$ cat src/design/fpic_pkg.sv
/*
 Shared constants for the power-down and identification command logic:
 opcodes, identification bytes, bit counts of each command's preamble,
 lane enables and the delay figures with their cycle counts.
 Assumes a 200 MHz core clock that oversamples the serial link.
*/
`default_nettype none
package fpic_pkg;
   // Opcodes
   localparam logic [7:0] OPC_SLEEP_ENTER     = 8'hb9;
   localparam logic [7:0] OPC_SLEEP_RELEASE   = 8'hab;
   localparam logic [7:0] OPC_MAKER_PART      = 8'h90;
   localparam logic [7:0] OPC_MAKER_PART_X2   = 8'h92;
   localparam logic [7:0] OPC_MAKER_PART_X4   = 8'h94;
   localparam logic [7:0] OPC_IDENT           = 8'h9f;
   // Identification bytes; all values are arbitrary
   localparam logic [7:0] MAKER_ID            = 8'h5a;
   localparam logic [7:0] DEVICE_ID           = 8'h13;
   localparam logic [7:0] MEMORY_TYPE         = 8'h40;
   localparam logic [7:0] CAPACITY_CODE       = 8'h14;
   // Bits that follow the opcode before output starts
   localparam logic [5:0] SIG_SKIP_BITS       = 6'h18;
   localparam logic [5:0] MP_SKIP_BITS        = 6'h18;
   localparam logic [5:0] MP_X2_SKIP_BITS     = 6'h20;
   localparam logic [5:0] MP_X4_SKIP_BITS     = 6'h30;
   localparam logic [5:0] ADDR_END_BITS       = 6'h18;
   localparam logic [2:0] OPC_LAST_BIT        = 3'h7;
   // Lane widths and output enables (bit 1 is the single-line output)
   localparam logic [2:0] LANES_X1            = 3'h1;
   localparam logic [2:0] LANES_X2            = 3'h2;
   localparam logic [2:0] LANES_X4            = 3'h4;
   localparam logic [3:0] OE_X1               = 4'h2;
   localparam logic [3:0] OE_X2               = 4'h3;
   localparam logic [3:0] OE_X4               = 4'hf;
   // Delays in ns, rounded up to whole core cycles
   localparam int CLK_PERIOD_NS               = 5;
   localparam int SLEEP_ENTRY_DELAY_NS        = 3000;
   localparam int WAKE_DELAY_NS               = 3000;
   localparam int WAKE_WITH_SIG_DELAY_NS      = 3000;
   localparam int SLEEP_ENTRY_CYC =
      (SLEEP_ENTRY_DELAY_NS + CLK_PERIOD_NS - 1) / CLK_PERIOD_NS;
   localparam int WAKE_CYC =
      (WAKE_DELAY_NS + CLK_PERIOD_NS - 1) / CLK_PERIOD_NS;
   localparam int WAKE_WITH_SIG_CYC =
      (WAKE_WITH_SIG_DELAY_NS + CLK_PERIOD_NS - 1) / CLK_PERIOD_NS;
   localparam int TIMER_W                     = 16;

   typedef enum {ST_OPC, ST_SKIP, ST_OUT, ST_IGN} fpic_cmd_state_e;
   typedef enum {PS_STANDBY, PS_ENTER, PS_SLEEP, PS_WAKE} fpic_pwr_state_e;
endpackage
`default_nettype wire

$ cat src/design/fpic_sync.sv
/*
 Two-flop synchroniser for a group of pin levels.
 Assumes the inputs are independent levels; no word coherence is given.
*/
`default_nettype none
module fpic_sync #(
   parameter int         WIDTH     = 1,
   parameter logic [5:0] RESET_VAL = 6'h00
) (
   // Clock and reset
   input  wire logic             ref_clk,
   input  wire logic             resetn,
   // Levels
   input  wire logic [WIDTH-1:0] asyncIn,
   output logic      [WIDTH-1:0] syncOut
);
   logic [WIDTH-1:0] meta_r;

   always_ff @(posedge ref_clk or negedge resetn) begin
      if (!resetn) begin
         meta_r  <= RESET_VAL[WIDTH-1:0];
         syncOut <= RESET_VAL[WIDTH-1:0];
      end else begin
         meta_r  <= asyncIn;
         syncOut <= meta_r;
      end
   end
endmodule
`default_nettype wire

$ cat src/design/fpic_cmd.sv
/*
 Serial flash command logic for sleep entry and release and for the
 identification reads, oversampling the link pins with the core clock.
 Assumes the serial clock is well below a quarter of ref_clk and that
 write-in-progress and quad-enable come from logic on ref_clk.
*/
`default_nettype none
// Behaviour
// - Only the sleep-entry opcode can put the device to sleep.
// - While asleep, every opcode except release is ignored.
// - Chip select high with no cycle running means standby.
// - Sleep entry executes only if select rises right after bit eight.
// - Sleep is reached a fixed entry delay after select rises.
// - Sleep entry during a write cycle is rejected, cycle untouched.
// - Power-up (reset) always lands in standby, never asleep.
// - Bare release wakes after the wake delay; commands blocked meanwhile.
// - Release plus three dummy bytes streams the device ID repeatedly.
// - Wake with signature read takes its own wake delay, equal to the bare one by default.
// - Signature read works asleep or awake when no write cycle runs.
// - Release during a write cycle is not decoded at all.
// - Single-line maker/part read: two dummies, address, then IDs.
// - Address bit zero picks which ID comes first; IDs alternate.
// - Dual-line maker/part read uses two lanes and a mode byte.
// - Quad maker/part read accepted only with quad enable set.
// - Quad read adds mode byte and two dummies on four lanes.
// - Identification read sends maker, memory type, capacity bytes.
// - Select rising ends any read and returns to standby.
// - Identification read during a write cycle is not decoded.
// - Write-in-progress status mirrors the running self-timed cycle.
module fpic_cmd #(
   parameter int SLEEP_ENTRY_CYC   = fpic_pkg::SLEEP_ENTRY_CYC,
   parameter int WAKE_CYC          = fpic_pkg::WAKE_CYC,
   parameter int WAKE_WITH_SIG_CYC = fpic_pkg::WAKE_WITH_SIG_CYC
) (
   // Clock and reset
   input  wire logic       ref_clk,
   input  wire logic       resetn,
   // Serial link pins
   input  wire logic       chipSelN,
   input  wire logic       serialClk,
   input  wire logic [3:0] ioIn,
   output logic      [3:0] ioOut,
   output logic      [3:0] ioOe,
   // Device status in
   input  wire logic       writeInProgress,
   input  wire logic       quadEnable,
   // Device status out
   output logic            writeInProgressBit,
   output logic            deepSleep,
   output logic            standby
);
   localparam int TW = fpic_pkg::TIMER_W;

   logic [5:0]                syncQ;
   logic                      csS, sclkS, csPrev_r, sclkPrev_r;
   logic [3:0]                ioS;
   logic                      csRise, csHigh, sclkRise, sclkFall;
   fpic_pkg::fpic_cmd_state_e state_r;
   fpic_pkg::fpic_pwr_state_e pwr_r;
   logic [TW-1:0]             timer_r;
   logic [5:0]                cnt_r, cntNxt, skip_r;
   logic [2:0]                width_r;
   logic [7:0]                inSr_r, opcNext, inNxt;
   logic                      p16_r, isMp_r, addrSel_r, first_r;
   logic [23:0]               outSr_r, loadVal, present;
   logic                      sleepCand_r, wakeReq_r, sigRead_r;
   logic                      blocked, inSleep, opcDone, opcOk, goOut;
   logic                      addrNow, selNow, enterOk;

   function automatic logic [7:0] shiftIn(input logic [7:0] sr,
                                          input logic [3:0] io,
                                          input logic [2:0] w);
      logic [7:0] r;
      r = {sr[6:0], io[0]};
      if (w == fpic_pkg::LANES_X2)
         r = {sr[5:0], io[1:0]};
      else if (w == fpic_pkg::LANES_X4)
         r = {sr[3:0], io[3:0]};
      return r;
   endfunction

   // Rotation over 16 bits gives the two-byte alternation
   function automatic logic [23:0] rotOut(input logic [23:0] sr,
                                          input logic [2:0]  w,
                                          input logic        p16);
      logic [23:0] r;
      r = {sr[22:0], sr[23]};
      if (p16) begin
         if (w == fpic_pkg::LANES_X4)
            r = {sr[19:8], sr[23:20], sr[7:0]};
         else if (w == fpic_pkg::LANES_X2)
            r = {sr[21:8], sr[23:22], sr[7:0]};
         else
            r = {sr[22:8], sr[23], sr[7:0]};
      end else if (w == fpic_pkg::LANES_X4) begin
         r = {sr[19:0], sr[23:20]};
      end else if (w == fpic_pkg::LANES_X2) begin
         r = {sr[21:0], sr[23:22]};
      end
      return r;
   endfunction

   // Chip select resets high so a reset never looks like a selection
   fpic_sync #(
      .WIDTH     (6),
      .RESET_VAL (6'h20)
   ) u_sync (
      .ref_clk (ref_clk),
      .resetn  (resetn),
      .asyncIn ({chipSelN, serialClk, ioIn}),
      .syncOut (syncQ)
   );

   assign csS   = syncQ[5];
   assign sclkS = syncQ[4];
   assign ioS   = syncQ[3:0];

   always_ff @(posedge ref_clk or negedge resetn) begin
      if (!resetn) begin
         csPrev_r   <= 1'b1;
         sclkPrev_r <= 1'b0;
      end else begin
         csPrev_r   <= csS;
         sclkPrev_r <= sclkS;
      end
   end

   assign csRise   = csS & ~csPrev_r;
   assign csHigh   = csS;
   assign sclkRise = sclkS & ~sclkPrev_r & ~csS;
   assign sclkFall = ~sclkS & sclkPrev_r & ~csS;

   assign inSleep = (pwr_r == fpic_pkg::PS_SLEEP);
   assign blocked = (pwr_r == fpic_pkg::PS_ENTER) ||
                    (pwr_r == fpic_pkg::PS_WAKE);
   assign opcDone = sclkRise && (state_r == fpic_pkg::ST_OPC) &&
                    (cnt_r[2:0] == fpic_pkg::OPC_LAST_BIT);
   assign opcNext = {inSr_r[6:0], ioS[0]};
   assign inNxt   = shiftIn(inSr_r, ioS, width_r);
   assign cntNxt  = 6'(cnt_r + {3'h0, width_r});
   assign enterOk = !blocked && !inSleep && !writeInProgress;
   assign addrNow = isMp_r && (cntNxt == fpic_pkg::ADDR_END_BITS);
   assign selNow  = addrNow ? inNxt[0] : addrSel_r;

   // Opcode acceptance
   always_comb begin
      case (opcNext)
         fpic_pkg::OPC_SLEEP_RELEASE:
            opcOk = !blocked && !writeInProgress;
         fpic_pkg::OPC_MAKER_PART, fpic_pkg::OPC_MAKER_PART_X2,
         fpic_pkg::OPC_IDENT:
            opcOk = enterOk;
         fpic_pkg::OPC_MAKER_PART_X4:
            opcOk = enterOk && quadEnable;
         default:
            opcOk = 1'b0;
      endcase
   end

   assign goOut = (opcDone && opcOk && opcNext == fpic_pkg::OPC_IDENT) ||
                  (sclkRise && state_r == fpic_pkg::ST_SKIP &&
                   cntNxt == skip_r);

   always_comb begin
      if (state_r == fpic_pkg::ST_OPC)
         loadVal = {fpic_pkg::MAKER_ID, fpic_pkg::MEMORY_TYPE,
                    fpic_pkg::CAPACITY_CODE};
      else if (!isMp_r)
         loadVal = {3{fpic_pkg::DEVICE_ID}};
      else if (selNow)
         loadVal = {fpic_pkg::DEVICE_ID, fpic_pkg::MAKER_ID, 8'h00};
      else
         loadVal = {fpic_pkg::MAKER_ID, fpic_pkg::DEVICE_ID, 8'h00};
   end

   // Command sequencer
   always_ff @(posedge ref_clk or negedge resetn) begin
      if (!resetn) begin
         state_r   <= fpic_pkg::ST_OPC;
         cnt_r     <= 6'h00;
         skip_r    <= 6'h00;
         width_r   <= fpic_pkg::LANES_X1;
         p16_r     <= 1'b0;
         isMp_r    <= 1'b0;
         addrSel_r <= 1'b0;
      end else if (csHigh) begin
         state_r <= fpic_pkg::ST_OPC;
         cnt_r   <= 6'h00;
         width_r <= fpic_pkg::LANES_X1;
      end else if (opcDone) begin
         cnt_r   <= 6'h00;
         p16_r   <= 1'b0;
         isMp_r  <= 1'b0;
         width_r <= fpic_pkg::LANES_X1;
         if (!opcOk) begin
            state_r <= fpic_pkg::ST_IGN;
         end else if (opcNext == fpic_pkg::OPC_IDENT) begin
            state_r <= fpic_pkg::ST_OUT;
         end else begin
            state_r <= fpic_pkg::ST_SKIP;
            case (opcNext)
               fpic_pkg::OPC_MAKER_PART: begin
                  skip_r <= fpic_pkg::MP_SKIP_BITS;
                  p16_r  <= 1'b1;
                  isMp_r <= 1'b1;
               end
               fpic_pkg::OPC_MAKER_PART_X2: begin
                  skip_r  <= fpic_pkg::MP_X2_SKIP_BITS;
                  width_r <= fpic_pkg::LANES_X2;
                  p16_r   <= 1'b1;
                  isMp_r  <= 1'b1;
               end
               fpic_pkg::OPC_MAKER_PART_X4: begin
                  skip_r  <= fpic_pkg::MP_X4_SKIP_BITS;
                  width_r <= fpic_pkg::LANES_X4;
                  p16_r   <= 1'b1;
                  isMp_r  <= 1'b1;
               end
               default:
                  skip_r <= fpic_pkg::SIG_SKIP_BITS;
            endcase
         end
      end else if (sclkRise) begin
         if (state_r == fpic_pkg::ST_OPC)
            cnt_r <= 6'(cnt_r + 6'h01);
         else if (state_r == fpic_pkg::ST_SKIP) begin
            cnt_r <= cntNxt;
            if (addrNow)
               addrSel_r <= inNxt[0];
            if (cntNxt == skip_r)
               state_r <= fpic_pkg::ST_OUT;
         end
      end
   end

   // Input shifter, MSB first; the mode byte is taken but not checked
   always_ff @(posedge ref_clk or negedge resetn) begin
      if (!resetn)
         inSr_r <= 8'h00;
      else if (sclkRise && state_r == fpic_pkg::ST_SKIP)
         inSr_r <= inNxt;
      else if (sclkRise)
         inSr_r <= opcNext;
   end

   // Output shifter: data leaves on falling clock edges
   assign present = first_r ? outSr_r : rotOut(outSr_r, width_r, p16_r);

   always_ff @(posedge ref_clk or negedge resetn) begin
      if (!resetn) begin
         outSr_r <= 24'h000000;
         first_r <= 1'b0;
         ioOut   <= 4'h0;
         ioOe    <= 4'h0;
      end else if (csHigh) begin
         first_r <= 1'b0;
         ioOe    <= 4'h0;
      end else if (goOut) begin
         outSr_r <= loadVal;
         first_r <= 1'b1;
      end else if (sclkFall && state_r == fpic_pkg::ST_OUT) begin
         outSr_r <= present;
         first_r <= 1'b0;
         if (width_r == fpic_pkg::LANES_X4) begin
            ioOut <= present[23:20];
            ioOe  <= fpic_pkg::OE_X4;
         end else if (width_r == fpic_pkg::LANES_X2) begin
            ioOut <= {2'h0, present[23:22]};
            ioOe  <= fpic_pkg::OE_X2;
         end else begin
            ioOut <= {2'h0, present[23], 1'b0};
            ioOe  <= fpic_pkg::OE_X1;
         end
      end
   end

   // Frame flags for the power sequencer
   always_ff @(posedge ref_clk or negedge resetn) begin
      if (!resetn) begin
         sleepCand_r <= 1'b0;
         wakeReq_r   <= 1'b0;
         sigRead_r   <= 1'b0;
      end else if (csHigh) begin
         sleepCand_r <= 1'b0;
         wakeReq_r   <= 1'b0;
         sigRead_r   <= 1'b0;
      end else if (opcDone) begin
         sleepCand_r <= (opcNext == fpic_pkg::OPC_SLEEP_ENTER) &&
                        enterOk;
         wakeReq_r   <= (opcNext == fpic_pkg::OPC_SLEEP_RELEASE) &&
                        opcOk && inSleep;
      end else if (sclkRise) begin
         sleepCand_r <= 1'b0;
         sigRead_r   <= wakeReq_r;
      end
   end

   // Power sequencer; reset is power-up and lands in standby
   always_ff @(posedge ref_clk or negedge resetn) begin
      if (!resetn) begin
         pwr_r   <= fpic_pkg::PS_STANDBY;
         timer_r <= '0;
      end else begin
         unique case (pwr_r)
            fpic_pkg::PS_STANDBY: begin
               if (csRise && sleepCand_r) begin
                  pwr_r   <= fpic_pkg::PS_ENTER;
                  timer_r <= TW'(SLEEP_ENTRY_CYC - 1);
               end
            end
            fpic_pkg::PS_ENTER: begin
               if (timer_r == '0)
                  pwr_r <= fpic_pkg::PS_SLEEP;
               else
                  timer_r <= TW'(timer_r - 1'b1);
            end
            fpic_pkg::PS_SLEEP: begin
               if (csRise && wakeReq_r) begin
                  pwr_r   <= fpic_pkg::PS_WAKE;
                  timer_r <= sigRead_r ? TW'(WAKE_WITH_SIG_CYC - 1)
                                       : TW'(WAKE_CYC - 1);
               end
            end
            fpic_pkg::PS_WAKE: begin
               if (timer_r == '0)
                  pwr_r <= fpic_pkg::PS_STANDBY;
               else
                  timer_r <= TW'(timer_r - 1'b1);
            end
         endcase
      end
   end

   // Status outputs
   always_ff @(posedge ref_clk or negedge resetn) begin
      if (!resetn) begin
         writeInProgressBit <= 1'b0;
         deepSleep          <= 1'b0;
         standby            <= 1'b0;
      end else begin
         writeInProgressBit <= writeInProgress;
         deepSleep          <= inSleep;
         standby            <= csS && !writeInProgress &&
                               pwr_r == fpic_pkg::PS_STANDBY;
      end
   end
endmodule
`default_nettype wire

$ cat config.mk
export PLATFORM = sky130hd
export DESIGN_NAME = fpic_cmd
export DESIGN_NICKNAME = d
export VERILOG_FILES = /design/src/design/fpic_pkg.sv /design/src/design/fpic_sync.sv /design/src/design/fpic_cmd.sv
export SDC_FILE = /design/constraint.sdc
export NUM_CORES = 1
export LEC_CHECK = 0
export ABC_AREA = 1
export BUFFER_PORTS_ARGS = -buffer_cell sky130_fd_sc_hd__buf_2
export CAP_MARGIN = 5
export CORE_MARGIN = 2
export CORE_UTILIZATION = 58
export CTS_BUF_LIST = sky130_fd_sc_hd__clkbuf_8
export CTS_CLUSTER_SIZE = 14
export DETAILED_ROUTE_END_ITERATION = 8
export GPL_TIMING_DRIVEN = 1
export MAX_ROUTING_LAYER = met4
export PLACE_DENSITY = 0.9
export SYNTH_ARGS = -nofsm -noshare
export SYNTH_HDL_FRONTEND = slang
export SYNTH_SLANG_ARGS = --single-unit
export TNS_END_PERCENT = 1
$ cat constraint.sdc
create_clock -name ref_clk -period 2.25 [get_ports ref_clk]
set_clock_uncertainty 0.15 [all_clocks]
set_input_delay 0.45 -clock ref_clk [delete_from_list [all_inputs] [get_ports ref_clk]]
set_output_delay 0.45 -clock ref_clk [all_outputs]
set_load 0.01 [all_outputs]
==> impl_table.tex, run 1 <==
\begin{tabular}{lr}
\hline
Metric & Value \\
\hline
\multicolumn{2}{l}{\textbf{Layout}} \\
Layout Utilization & 68.3\% \\
Total area of sequential cells & 2310 um2 \\
Fill cells & 693 \\
Antenna diode count & 0 \\
Fraction of final layout cells sized beyond drive strength 1 & 18.5\% \\
Layout area overhead & 16.5\% \\
Area of the multi-input gates & 2740 um2 \\
Net count of the finished layout & 770 \\
\multicolumn{2}{l}{\textbf{Placed design}} \\
Routability-driven placement congestion ratio & 0.981 \\
Port buffer count & 20 \\
Detailed-placement wirelength estimate & 9.79 mm \\
\multicolumn{2}{l}{\textbf{Route}} \\
Post-DR vias/cell & 6.04 \\
Count of antenna-violating nets left after detailed routing & 0 \\
Drt total wl & 14.0 mm \\
Remaining DRCs & 0 \\
Detailed router's first-iteration violation count & 402 \\
Post-detailed-route wirelength per cell & 16.2 um \\
Count of vias placed by the detailed router & 5216 \\
First-pass DRT Iterations & 5 \\
\multicolumn{2}{l}{\textbf{Logic synthesis}} \\
Syn avg cell area & 7.72 um2 \\
Synthesized netlist cell count & 692 \\
Net count after synthesis & 714 \\
Primary flip-flop cell chosen by synthesis mapping & sky130\_fd\_sc\_hd\_\_dfrtp\_1 \\
Sequential-to-total area share from yosys stat & 43.2\% \\
Netlist Area Pre-Place & 5340 um2 \\
Fraction of registers with async set or reset after synthesis & 100\% \\
Flip-flop and latch count after synthesis & 92 \\
Number of enable flip-flop cells after synthesis & 0 \\
Number of distinct standard cells referenced by the synthesized netlist & 50 \\
Count of synthesis-stage warnings from yosys & 0 \\
\multicolumn{2}{l}{\textbf{Floorplanning}} \\
Die extent in x & 100 um \\
Site row count & 35 \\
Total Die Area & 10000 um2 \\
Area of the core & 9110 um2 \\
Die Ht & 100 um \\
Count of pins on the block boundary & 21 \\
Initial standard-cell utilization of the core & 58.7\% \\
\multicolumn{2}{l}{\textbf{Global route}} \\
Grt total ovfl & 0 \\
Global-route wire length before repair & 23.4 mm \\
Number of antenna violations at the first check in global routing & 0 \\
Number of global-route vias before repair & 4984 \\
Pin count of the biggest net entering global routing & 46 \\
Global-route usage over all layers & 29.9\% \\
\multicolumn{2}{l}{\textbf{Clocking}} \\
Clock sink count & 92 \\
CTS tree & built \\
Clock-pin slew on the worst setup and hold paths & 100 ps \\
Clock latency on the worst-skew pair & 390 ps \\
Depth of the CTS H-tree & 3 \\
Number of buffers created by CTS & 9 \\
Root buffer cell & sky130\_fd\_sc\_hd\_\_clkbuf\_8 \\
Max Buffers Root-to-Sink & 2 \\
\multicolumn{2}{l}{\textbf{Outcome}} \\
Result of the run & complete, but fails checks \\
Failing checks & setup timing \\
\multicolumn{2}{l}{\textbf{Pwr}} \\
Cell leakage power & 2.95 nW \\
Power per standard cell area & 793 nW/um2 \\
Worst-case vdd ir drop & 0.000721 V \\
\multicolumn{2}{l}{\textbf{Flow run}} \\
Max-cap violations & 0 \\
\multicolumn{2}{l}{\textbf{Critical path}} \\
Worst setup path class & reg -> reg \\
Critical Path Fanout Max & 6 \\
Signal arrival time at the worst endpoint & 2770 ps \\
Worst setup EP type & flop \\
Type of origin of the critical path & flop \\
Data required time at the worst endpoint & 2370 ps \\
\multicolumn{2}{l}{\textbf{STA}} \\
Actual slew at the worst max-slew pin & 597 ps \\
Min Clock Period, post-route & 2650 ps \\
Number of endpoints failing setup at the final stage & 29 \\
Final-layout worst hold slack & 12.5 ps \\
Worst slew slack as a fraction of its limit & 60.2\% \\
Fmax & 0.378 GHz \\
Slew Viols, Final & 0 \\
Slack of the critical path & -398 ps \\
Hold violation count in the final report & 0 \\
RSZ-0062 raised after global routing & yes \\
Share of the clock period used by the worst path & 118\% \\
\multicolumn{2}{l}{\textbf{Min path}} \\
Class of the tightest hold or removal check & in -> reg \\
\hline
\end{tabular}
==> cell families (layout without fill, tap and decap cells) <==
kind of cell | after synthesis | count (layout) | synth area share, %
DFF | 92 | 92 | 43.2
xor gates and xnor gates | 9 | 9 | 1.47
buffers and inverters | 107 | 167 | 8.52
and+or+nand+nor | 313 | 314 | 26.3
adders and majority gates | 12 | 12 | 2.95
AOI/OAI and AO/OA | 159 | 159 | 17.6
==> Yosys cell counts (6+ instances only) <==
library cell	instances	area, um2
sky130_fd_sc_hd__dfrtp_1	88	2200
sky130_fd_sc_hd__nor2_1	52	195
sky130_fd_sc_hd__o211ai_1	27	203
sky130_fd_sc_hd__nand4_1	7	43.8
sky130_fd_sc_hd__ha_1	11	138
sky130_fd_sc_hd__inv_1	75	282
sky130_fd_sc_hd__clkbuf_1	13	48.8
sky130_fd_sc_hd__o22ai_1	12	75.1
sky130_fd_sc_hd__o21ai_1	10	50.1
sky130_fd_sc_hd__nor3_1	10	50.1
sky130_fd_sc_hd__nand2_1	169	634
sky130_fd_sc_hd__buf_6	6	67.6
sky130_fd_sc_hd__a21oi_1	28	140
sky130_fd_sc_hd__nand3_1	48	240
sky130_fd_sc_hd__o31ai_1	6	45.0
sky130_fd_sc_hd__o21ai_0	64	320
==> timing repair <==
item,4_1_cts,5_1_grt
pin swaps,5,8
setup buffers,2,1
resized for setup,13,31
endpoints found under the hold margin,24,0
setup endpoints to repair,28,45
hold buffers,1,0
gates cloned,1,0
==> layout by cell type (no fill, tap or decap), types with 5 or more instances in the layout <==
master / count
sky130_fd_sc_hd__buf_4: 45
sky130_fd_sc_hd__nand4_1: 7
sky130_fd_sc_hd__nor3_1: 10
sky130_fd_sc_hd__o22ai_1: 11
sky130_fd_sc_hd__nor2_1: 48
sky130_fd_sc_hd__xnor2_1: 5
sky130_fd_sc_hd__nor2_4: 5
sky130_fd_sc_hd__ha_1: 10
sky130_fd_sc_hd__o21ai_0: 57
sky130_fd_sc_hd__buf_2: 19
sky130_fd_sc_hd__inv_1: 72
sky130_fd_sc_hd__nand2_2: 6
sky130_fd_sc_hd__nor4_1: 5
sky130_fd_sc_hd__dfrtp_1: 88
sky130_fd_sc_hd__nand2_1: 164
sky130_fd_sc_hd__a21oi_1: 27
sky130_fd_sc_hd__inv_2: 8
sky130_fd_sc_hd__o21ai_1: 15
sky130_fd_sc_hd__o211ai_1: 27
sky130_fd_sc_hd__nand3_2: 7
sky130_fd_sc_hd__clkbuf_8: 9
sky130_fd_sc_hd__nand3_1: 42
==> layer usage <==
layer  GRT usage (%)  part of all wire [%]  up-vias
met5               -                     0        -
met4            12.8                   2.8        0
met3            3.34                   6.4       38
met2            47.5                    49      254
met1            39.4                    42     2490
li1                -                     -     2434
==> critical path, stage by stage (launching register included) <==
cell and delay [ps]:
sky130_fd_sc_hd__dfstp_2 560, sky130_fd_sc_hd__ha_4 130, sky130_fd_sc_hd__inv_2 40, sky130_fd_sc_hd__fa_2 550
sky130_fd_sc_hd__inv_2 50, sky130_fd_sc_hd__nor2_4 100, sky130_fd_sc_hd__and2_4 160, sky130_fd_sc_hd__nand3_4 70
sky130_fd_sc_hd__nor2_4 130, sky130_fd_sc_hd__nand3_4 140, sky130_fd_sc_hd__nand2_4 130, sky130_fd_sc_hd__inv_1 140
sky130_fd_sc_hd__nand2_2 110, sky130_fd_sc_hd__o21ai_0 80
==> final timing paths <==
| kind | from | endpoint | slack [ps] | cells past startpoint |
|---|---|---|---|---|
| setup / recovery | width_r[0]$_DFFE_PN1P_ | outSr_r[21]$_DFFE_PN0P_ | -400 | 13 |
| setup reg to reg | width_r[0]$_DFFE_PN1P_ | outSr_r[21]$_DFFE_PN0P_ | -400 | 13 |
| hold reg to reg | u_sync.meta_r[0]$_DFF_PN0_ | u_sync.syncOut[0]$_DFF_PN0_ | 210 | 0 |
| hold / removal | chipSelN | u_sync.meta_r[5]$_DFF_PN1_ | 10 | 1 |
| max in group asynchronous | resetn | outSr_r[5]$_DFFE_PN0P_ | 940 | 3 |
| min in group asynchronous | resetn | cnt_r[1]$_DFFE_PN0P_ | 370 | 2 |
==> stage by stage <==
stage,total power (W),setup WS [ps],cell area (um2),std cells,TNS (ps)
2_1_floorplan,0.00317,-220,5340,692,-4170
3_3_place_gp,0.00355,-365,5820,843,-8530
3_5_place_dp,0.00364,-471,5820,843,-10840
4_1_cts,0.00486,-381,6100,863,-8940
5_1_grt,0.00523,-541,6220,864,-13940
6_report,0.00494,-398,6220,864,-9480
==> cell type report <==
class                           instances  share of cell area [%]
Sequential cell                        92                    37.1
Clock inverter                          7                    1.43
Tap cell                              111                    2.23
Timing Repair Buffer                   70                    8.44
Inverter                               81                    4.89
Multi-Input combinational cell        494                    43.9
Clock buffer                            9                    1.99
==> flip-flops by register name (all words and copies together), names as in the netlist, 2 cells and up <==
name	cells
cnt_r	6
ioOut	4
u_sync.meta_r	6
inSr_r	7
pwr_r	2
outSr_r	24
state_r	2
width_r	3
u_sync.syncOut	6
timer_r	16
skip_r	3
ioOe	3
==> where the power goes <==
| part | total, W | leakage [nW] | internal [W] | switching, W |
|---|---|---|---|---|
| clock | 0.00121 | 0.104 | 0.000537 | 0.000678 |
| sequential | 0.00212 | 1.13 | 0.00188 | 0.000238 |
| combinational | 0.00161 | 1.71 | 0.000594 | 0.00101 |
Note: power is estimated with default switching activity, not from simulation.
==> run 2: changes to the inputs <==
CORE_UTILIZATION = 33   (was 58)
PLACE_DENSITY = 0.61   (was 0.9)
==> run 2 against run 1 <==
  * The run still ends with setup timing left
  * Highest routed layer unchanged
  * Via count decreased by 8.0%
  * Power is 3.1% lower
  * Register-to-register slack got worse by 40 ps
  * Global-route usage down 14 points
  * Sequential share of layout area is 1.0 points lower
  * Critical path type unchanged
==> impl_table.tex, run 2 (same netlist as run 1, synthesis figures left out) <==
\begin{tabular}{lr}
\hline
Metric & Value \\
\hline
\multicolumn{2}{l}{\textbf{Layout}} \\
Max reg flops & 24 (unchanged) \\
Most common cell after layout, fill and taps aside & sky130\_fd\_sc\_hd\_\_nand2\_1 \\
Net count of the finished layout & 781 (+1.4\%) \\
Commonest non-fill, non-tap cells in the layout & sky130\_fd\_sc\_hd\_\_nand2\_1 (165), sky130\_fd\_sc\_hd\_\_dfrtp\_1 (88), sky130\_fd\_sc\_hd\_\_inv\_1 (72) \\
Registers with the most flip-flops & outSr\_r (24), timer\_r (16), inSr\_r (7) \\
Layout area overhead & 19.8\% \\
Antenna diode count & 0 (unchanged) \\
Register with the highest flop count & outSr\_r \\
Fill cells & 1643 (+140\%) \\
Fraction of final layout cells sized beyond drive strength 1 & 19.4\% (+0.91 points) \\
Layout Utilization & 40.5\% (-28 points) \\
\multicolumn{2}{l}{\textbf{Clocking}} \\
Clock sink count & 92 (unchanged) \\
Root buffer cell & sky130\_fd\_sc\_hd\_\_clkbuf\_8 \\
CTS tree & built \\
Depth of the CTS H-tree & 3 (unchanged) \\
Clock latency on the worst-skew pair & 380 ps (about the same) \\
Number of buffers created by CTS & 9 (unchanged) \\
Clock-pin slew on the worst setup and hold paths & 100 ps (about the same) \\
Max Buffers Root-to-Sink & 2 (unchanged) \\
\multicolumn{2}{l}{\textbf{Critical path}} \\
Data required time at the worst endpoint & 2380 ps (about the same) \\
Worst setup path class & reg -> reg \\
RR Startpoint & width\_r[0]\$\_DFFE\_PN1P\_ \\
Register-to-register setup slack & -440 ps (-40 ps) \\
Signal arrival time at the worst endpoint & 2810 ps (+40 ps) \\
Critical Path Fanout Max & 6 (unchanged) \\
Type of origin of the critical path & flop \\
R2R Path End & outSr\_r[23]\$\_DFFE\_PN0P\_ \\
Worst setup EP type & flop \\
Count of cells along the worst register-to-register path & 13 (unchanged) \\
\multicolumn{2}{l}{\textbf{STA}} \\
Worst slew slack as a fraction of its limit & 63.0\% (+2.8 points) \\
RSZ-0062 raised after global routing & yes \\
Slack of the critical path & -436 ps (-38.1 ps) \\
Fmax & 0.372 GHz (-1.4\%) \\
Hold violation count in the final report & 0 (unchanged) \\
Actual slew at the worst max-slew pin & 555 ps (-41.9 ps) \\
Number of endpoints failing setup at the final stage & 28 (-3.4\%) \\
Slew Viols, Final & 0 (unchanged) \\
Share of the clock period used by the worst path & 119\% (+1.7 points) \\
Min Clock Period, post-route & 2690 ps (+38.1 ps) \\
\multicolumn{2}{l}{\textbf{Floorplanning}} \\
Area of the core & 15800 um2 (+74\%) \\
Site row count & 46 (+31\%) \\
Total Die Area & 17200 um2 (+72\%) \\
Die extent in x & 131 um (+31\%) \\
Initial standard-cell utilization of the core & 33.8\% (-25 points) \\
Die Ht & 131 um (+31\%) \\
Count of pins on the block boundary & 21 (unchanged) \\
\multicolumn{2}{l}{\textbf{Pwr}} \\
Clock share of power & 23.6\% (-1.0 points) \\
NetSw & 0.00177 W (-8.3\%) \\
Cell-internal power & 0.00302 W (+0.22\%) \\
Worst-case vdd ir drop & 0.000507 V (-30\%) \\
Share of total power in sequential cells & 43.7\% (+0.8 points) \\
Cell leakage power & 2.99 nW (+1.5\%) \\
Comb pwr share & 32.7\% (+0.2 points) \\
Power per standard cell area & 747 nW/um2 (-5.8\%) \\
Switching portion of total power & 37.0\% (-2.1 points) \\
Total power & 0.00479 W (-3.1\%) \\
\multicolumn{2}{l}{\textbf{Route}} \\
Count of vias placed by the detailed router & 4799 (-8.0\%) \\
Detailed router's first-iteration violation count & 362 (-10\%) \\
Post-detailed-route wirelength per cell & 13.3 um (-18\%) \\
Post-DR vias/cell & 4.90 (-19\%) \\
First-pass DRT Iterations & 5 (unchanged) \\
Count of antenna-violating nets left after detailed routing & 0 (unchanged) \\
Remaining DRCs & 0 (unchanged) \\
Drt total wl & 13.0 mm (-6.8\%) \\
\multicolumn{2}{l}{\textbf{Global route}} \\
Global-route usage over all layers & 16.0\% (-14 points) \\
Global-route wire length before repair & 22.1 mm (-5.6\%) \\
Pin count of the biggest net entering global routing & 40 (-13\%) \\
Number of global-route vias before repair & 4476 (-10\%) \\
Number of antenna violations at the first check in global routing & 0 (unchanged) \\
Grt total ovfl & 0 (unchanged) \\
\multicolumn{2}{l}{\textbf{Outcome}} \\
Failing checks & setup timing \\
Result of the run & complete, but fails checks \\
\multicolumn{2}{l}{\textbf{Placed design}} \\
Detailed-placement wirelength estimate & 9.59 mm (-2.0\%) \\
Routability-driven placement congestion ratio & 0.844 (-14\%) \\
Port buffer count & 20 (unchanged) \\
\multicolumn{2}{l}{\textbf{Min path}} \\
HP Start & chipSelN \\
Class of the tightest hold or removal check & in -> reg \\
WHS Endpoint & u\_sync.meta\_r[5]\$\_DFF\_PN1\_ \\
Worst Hold Path Cells & 1 (unchanged) \\
\multicolumn{2}{l}{\textbf{Flow run}} \\
Max-cap violations & 0 (unchanged) \\
\hline
\end{tabular}
-- run 2: power by group through the flow --
stage	clock [W]	combinational (W)	sequential, W
detailed placement	0	0.00151	0.00212
finish	0.00113	0.00156	0.00209
CTS	0.00116	0.00152	0.00209
floorplan	0	0.00111	0.00206
global route	0.00121	0.00182	0.00212
global placement	0	0.00150	0.00212
-- run 2: layout make-up --
| type | count | area (um2) | share of cell area [%] |
|---|---|---|---|
| clock buffers | 10 | 138 | 2.15 |
| flip-flops and latches | 92 | 2310 | 36.0 |
| well taps | 216 | 270 | 4.22 |
| multi-input cells | 494 | 2720 | 42.5 |
| inverters | 81 | 308 | 4.81 |
| clock inverters | 6 | 57.6 | 0.899 |
| repair buffers | 81 | 601 | 9.38 |
-- run 2: layer usage --
metal,wire (um),global-route usage [%],share of wire (%),vias to the layer above
li1,-,-,-,2461
met1,6650,23.1,51,2213
met2,5580,22.7,43,103
met3,490,2.24,3.8,22
met4,310,6.10,2.4,0
met5,0,-,0,-
-- run 2: stage by stage --
step / setup TNS [ps] / cell area [um2] / std cells / worst slack [ps] / hold WS, ps
after global routing: -14200 / 6400 / 980 / -572 / 4.77
after global placement: -10650 / 6030 / 959 / -488 / 182
after CTS: -10970 / 6270 / 978 / -438 / 5.46
after detailed placement: -12310 / 6030 / 959 / -549 / 185
after floorplan: -4170 / 5340 / 692 / -220 / 4.41
final: -9740 / 6400 / 980 / -436 / 15.8
-- run 2: how the worst max path moves through the flow --
stage                                start                       to  slack [ps]
finish              width_r[0]$_DFFE_PN1P_  outSr_r[23]$_DFFE_PN0P_        -440
global route        width_r[0]$_DFFE_PN1P_  outSr_r[22]$_DFFE_PN0P_        -570
CTS                 width_r[0]$_DFFE_PN1P_   outSr_r[7]$_DFFE_PN0P_        -440
detailed placement  width_r[0]$_DFFE_PN1P_  outSr_r[20]$_DFFE_PN0P_        -550
global placement    width_r[0]$_DFFE_PN1P_  outSr_r[20]$_DFFE_PN0P_        -490
floorplan           width_r[0]$_DFFE_PN1P_   outSr_r[1]$_DFFE_PN0P_        -220
-- run 2: critical path: stages, from the launching register on --
cell,delay [ps]
sky130_fd_sc_hd__dfstp_2,560
sky130_fd_sc_hd__ha_4,130
sky130_fd_sc_hd__inv_2,40
sky130_fd_sc_hd__fa_2,540
sky130_fd_sc_hd__inv_2,50
sky130_fd_sc_hd__nor2_4,100
sky130_fd_sc_hd__and2_4,160
sky130_fd_sc_hd__nand3_4,80
sky130_fd_sc_hd__nor2_4,130
sky130_fd_sc_hd__nand3_4,140
sky130_fd_sc_hd__nand2_4,140
sky130_fd_sc_hd__clkinvlp_4,180
sky130_fd_sc_hd__nand2_4,140
sky130_fd_sc_hd__o21ai_1,70
-- run 2: timing repair --
item                       4_1_cts  5_1_grt
pin swaps                        2       10
setup endpoints to repair       29       37
gates resized for setup          7       33
buffers inserted                 1        2
hold buffers                     1        0
hold endpoints to repair        35        0
gates cloned                     1        0
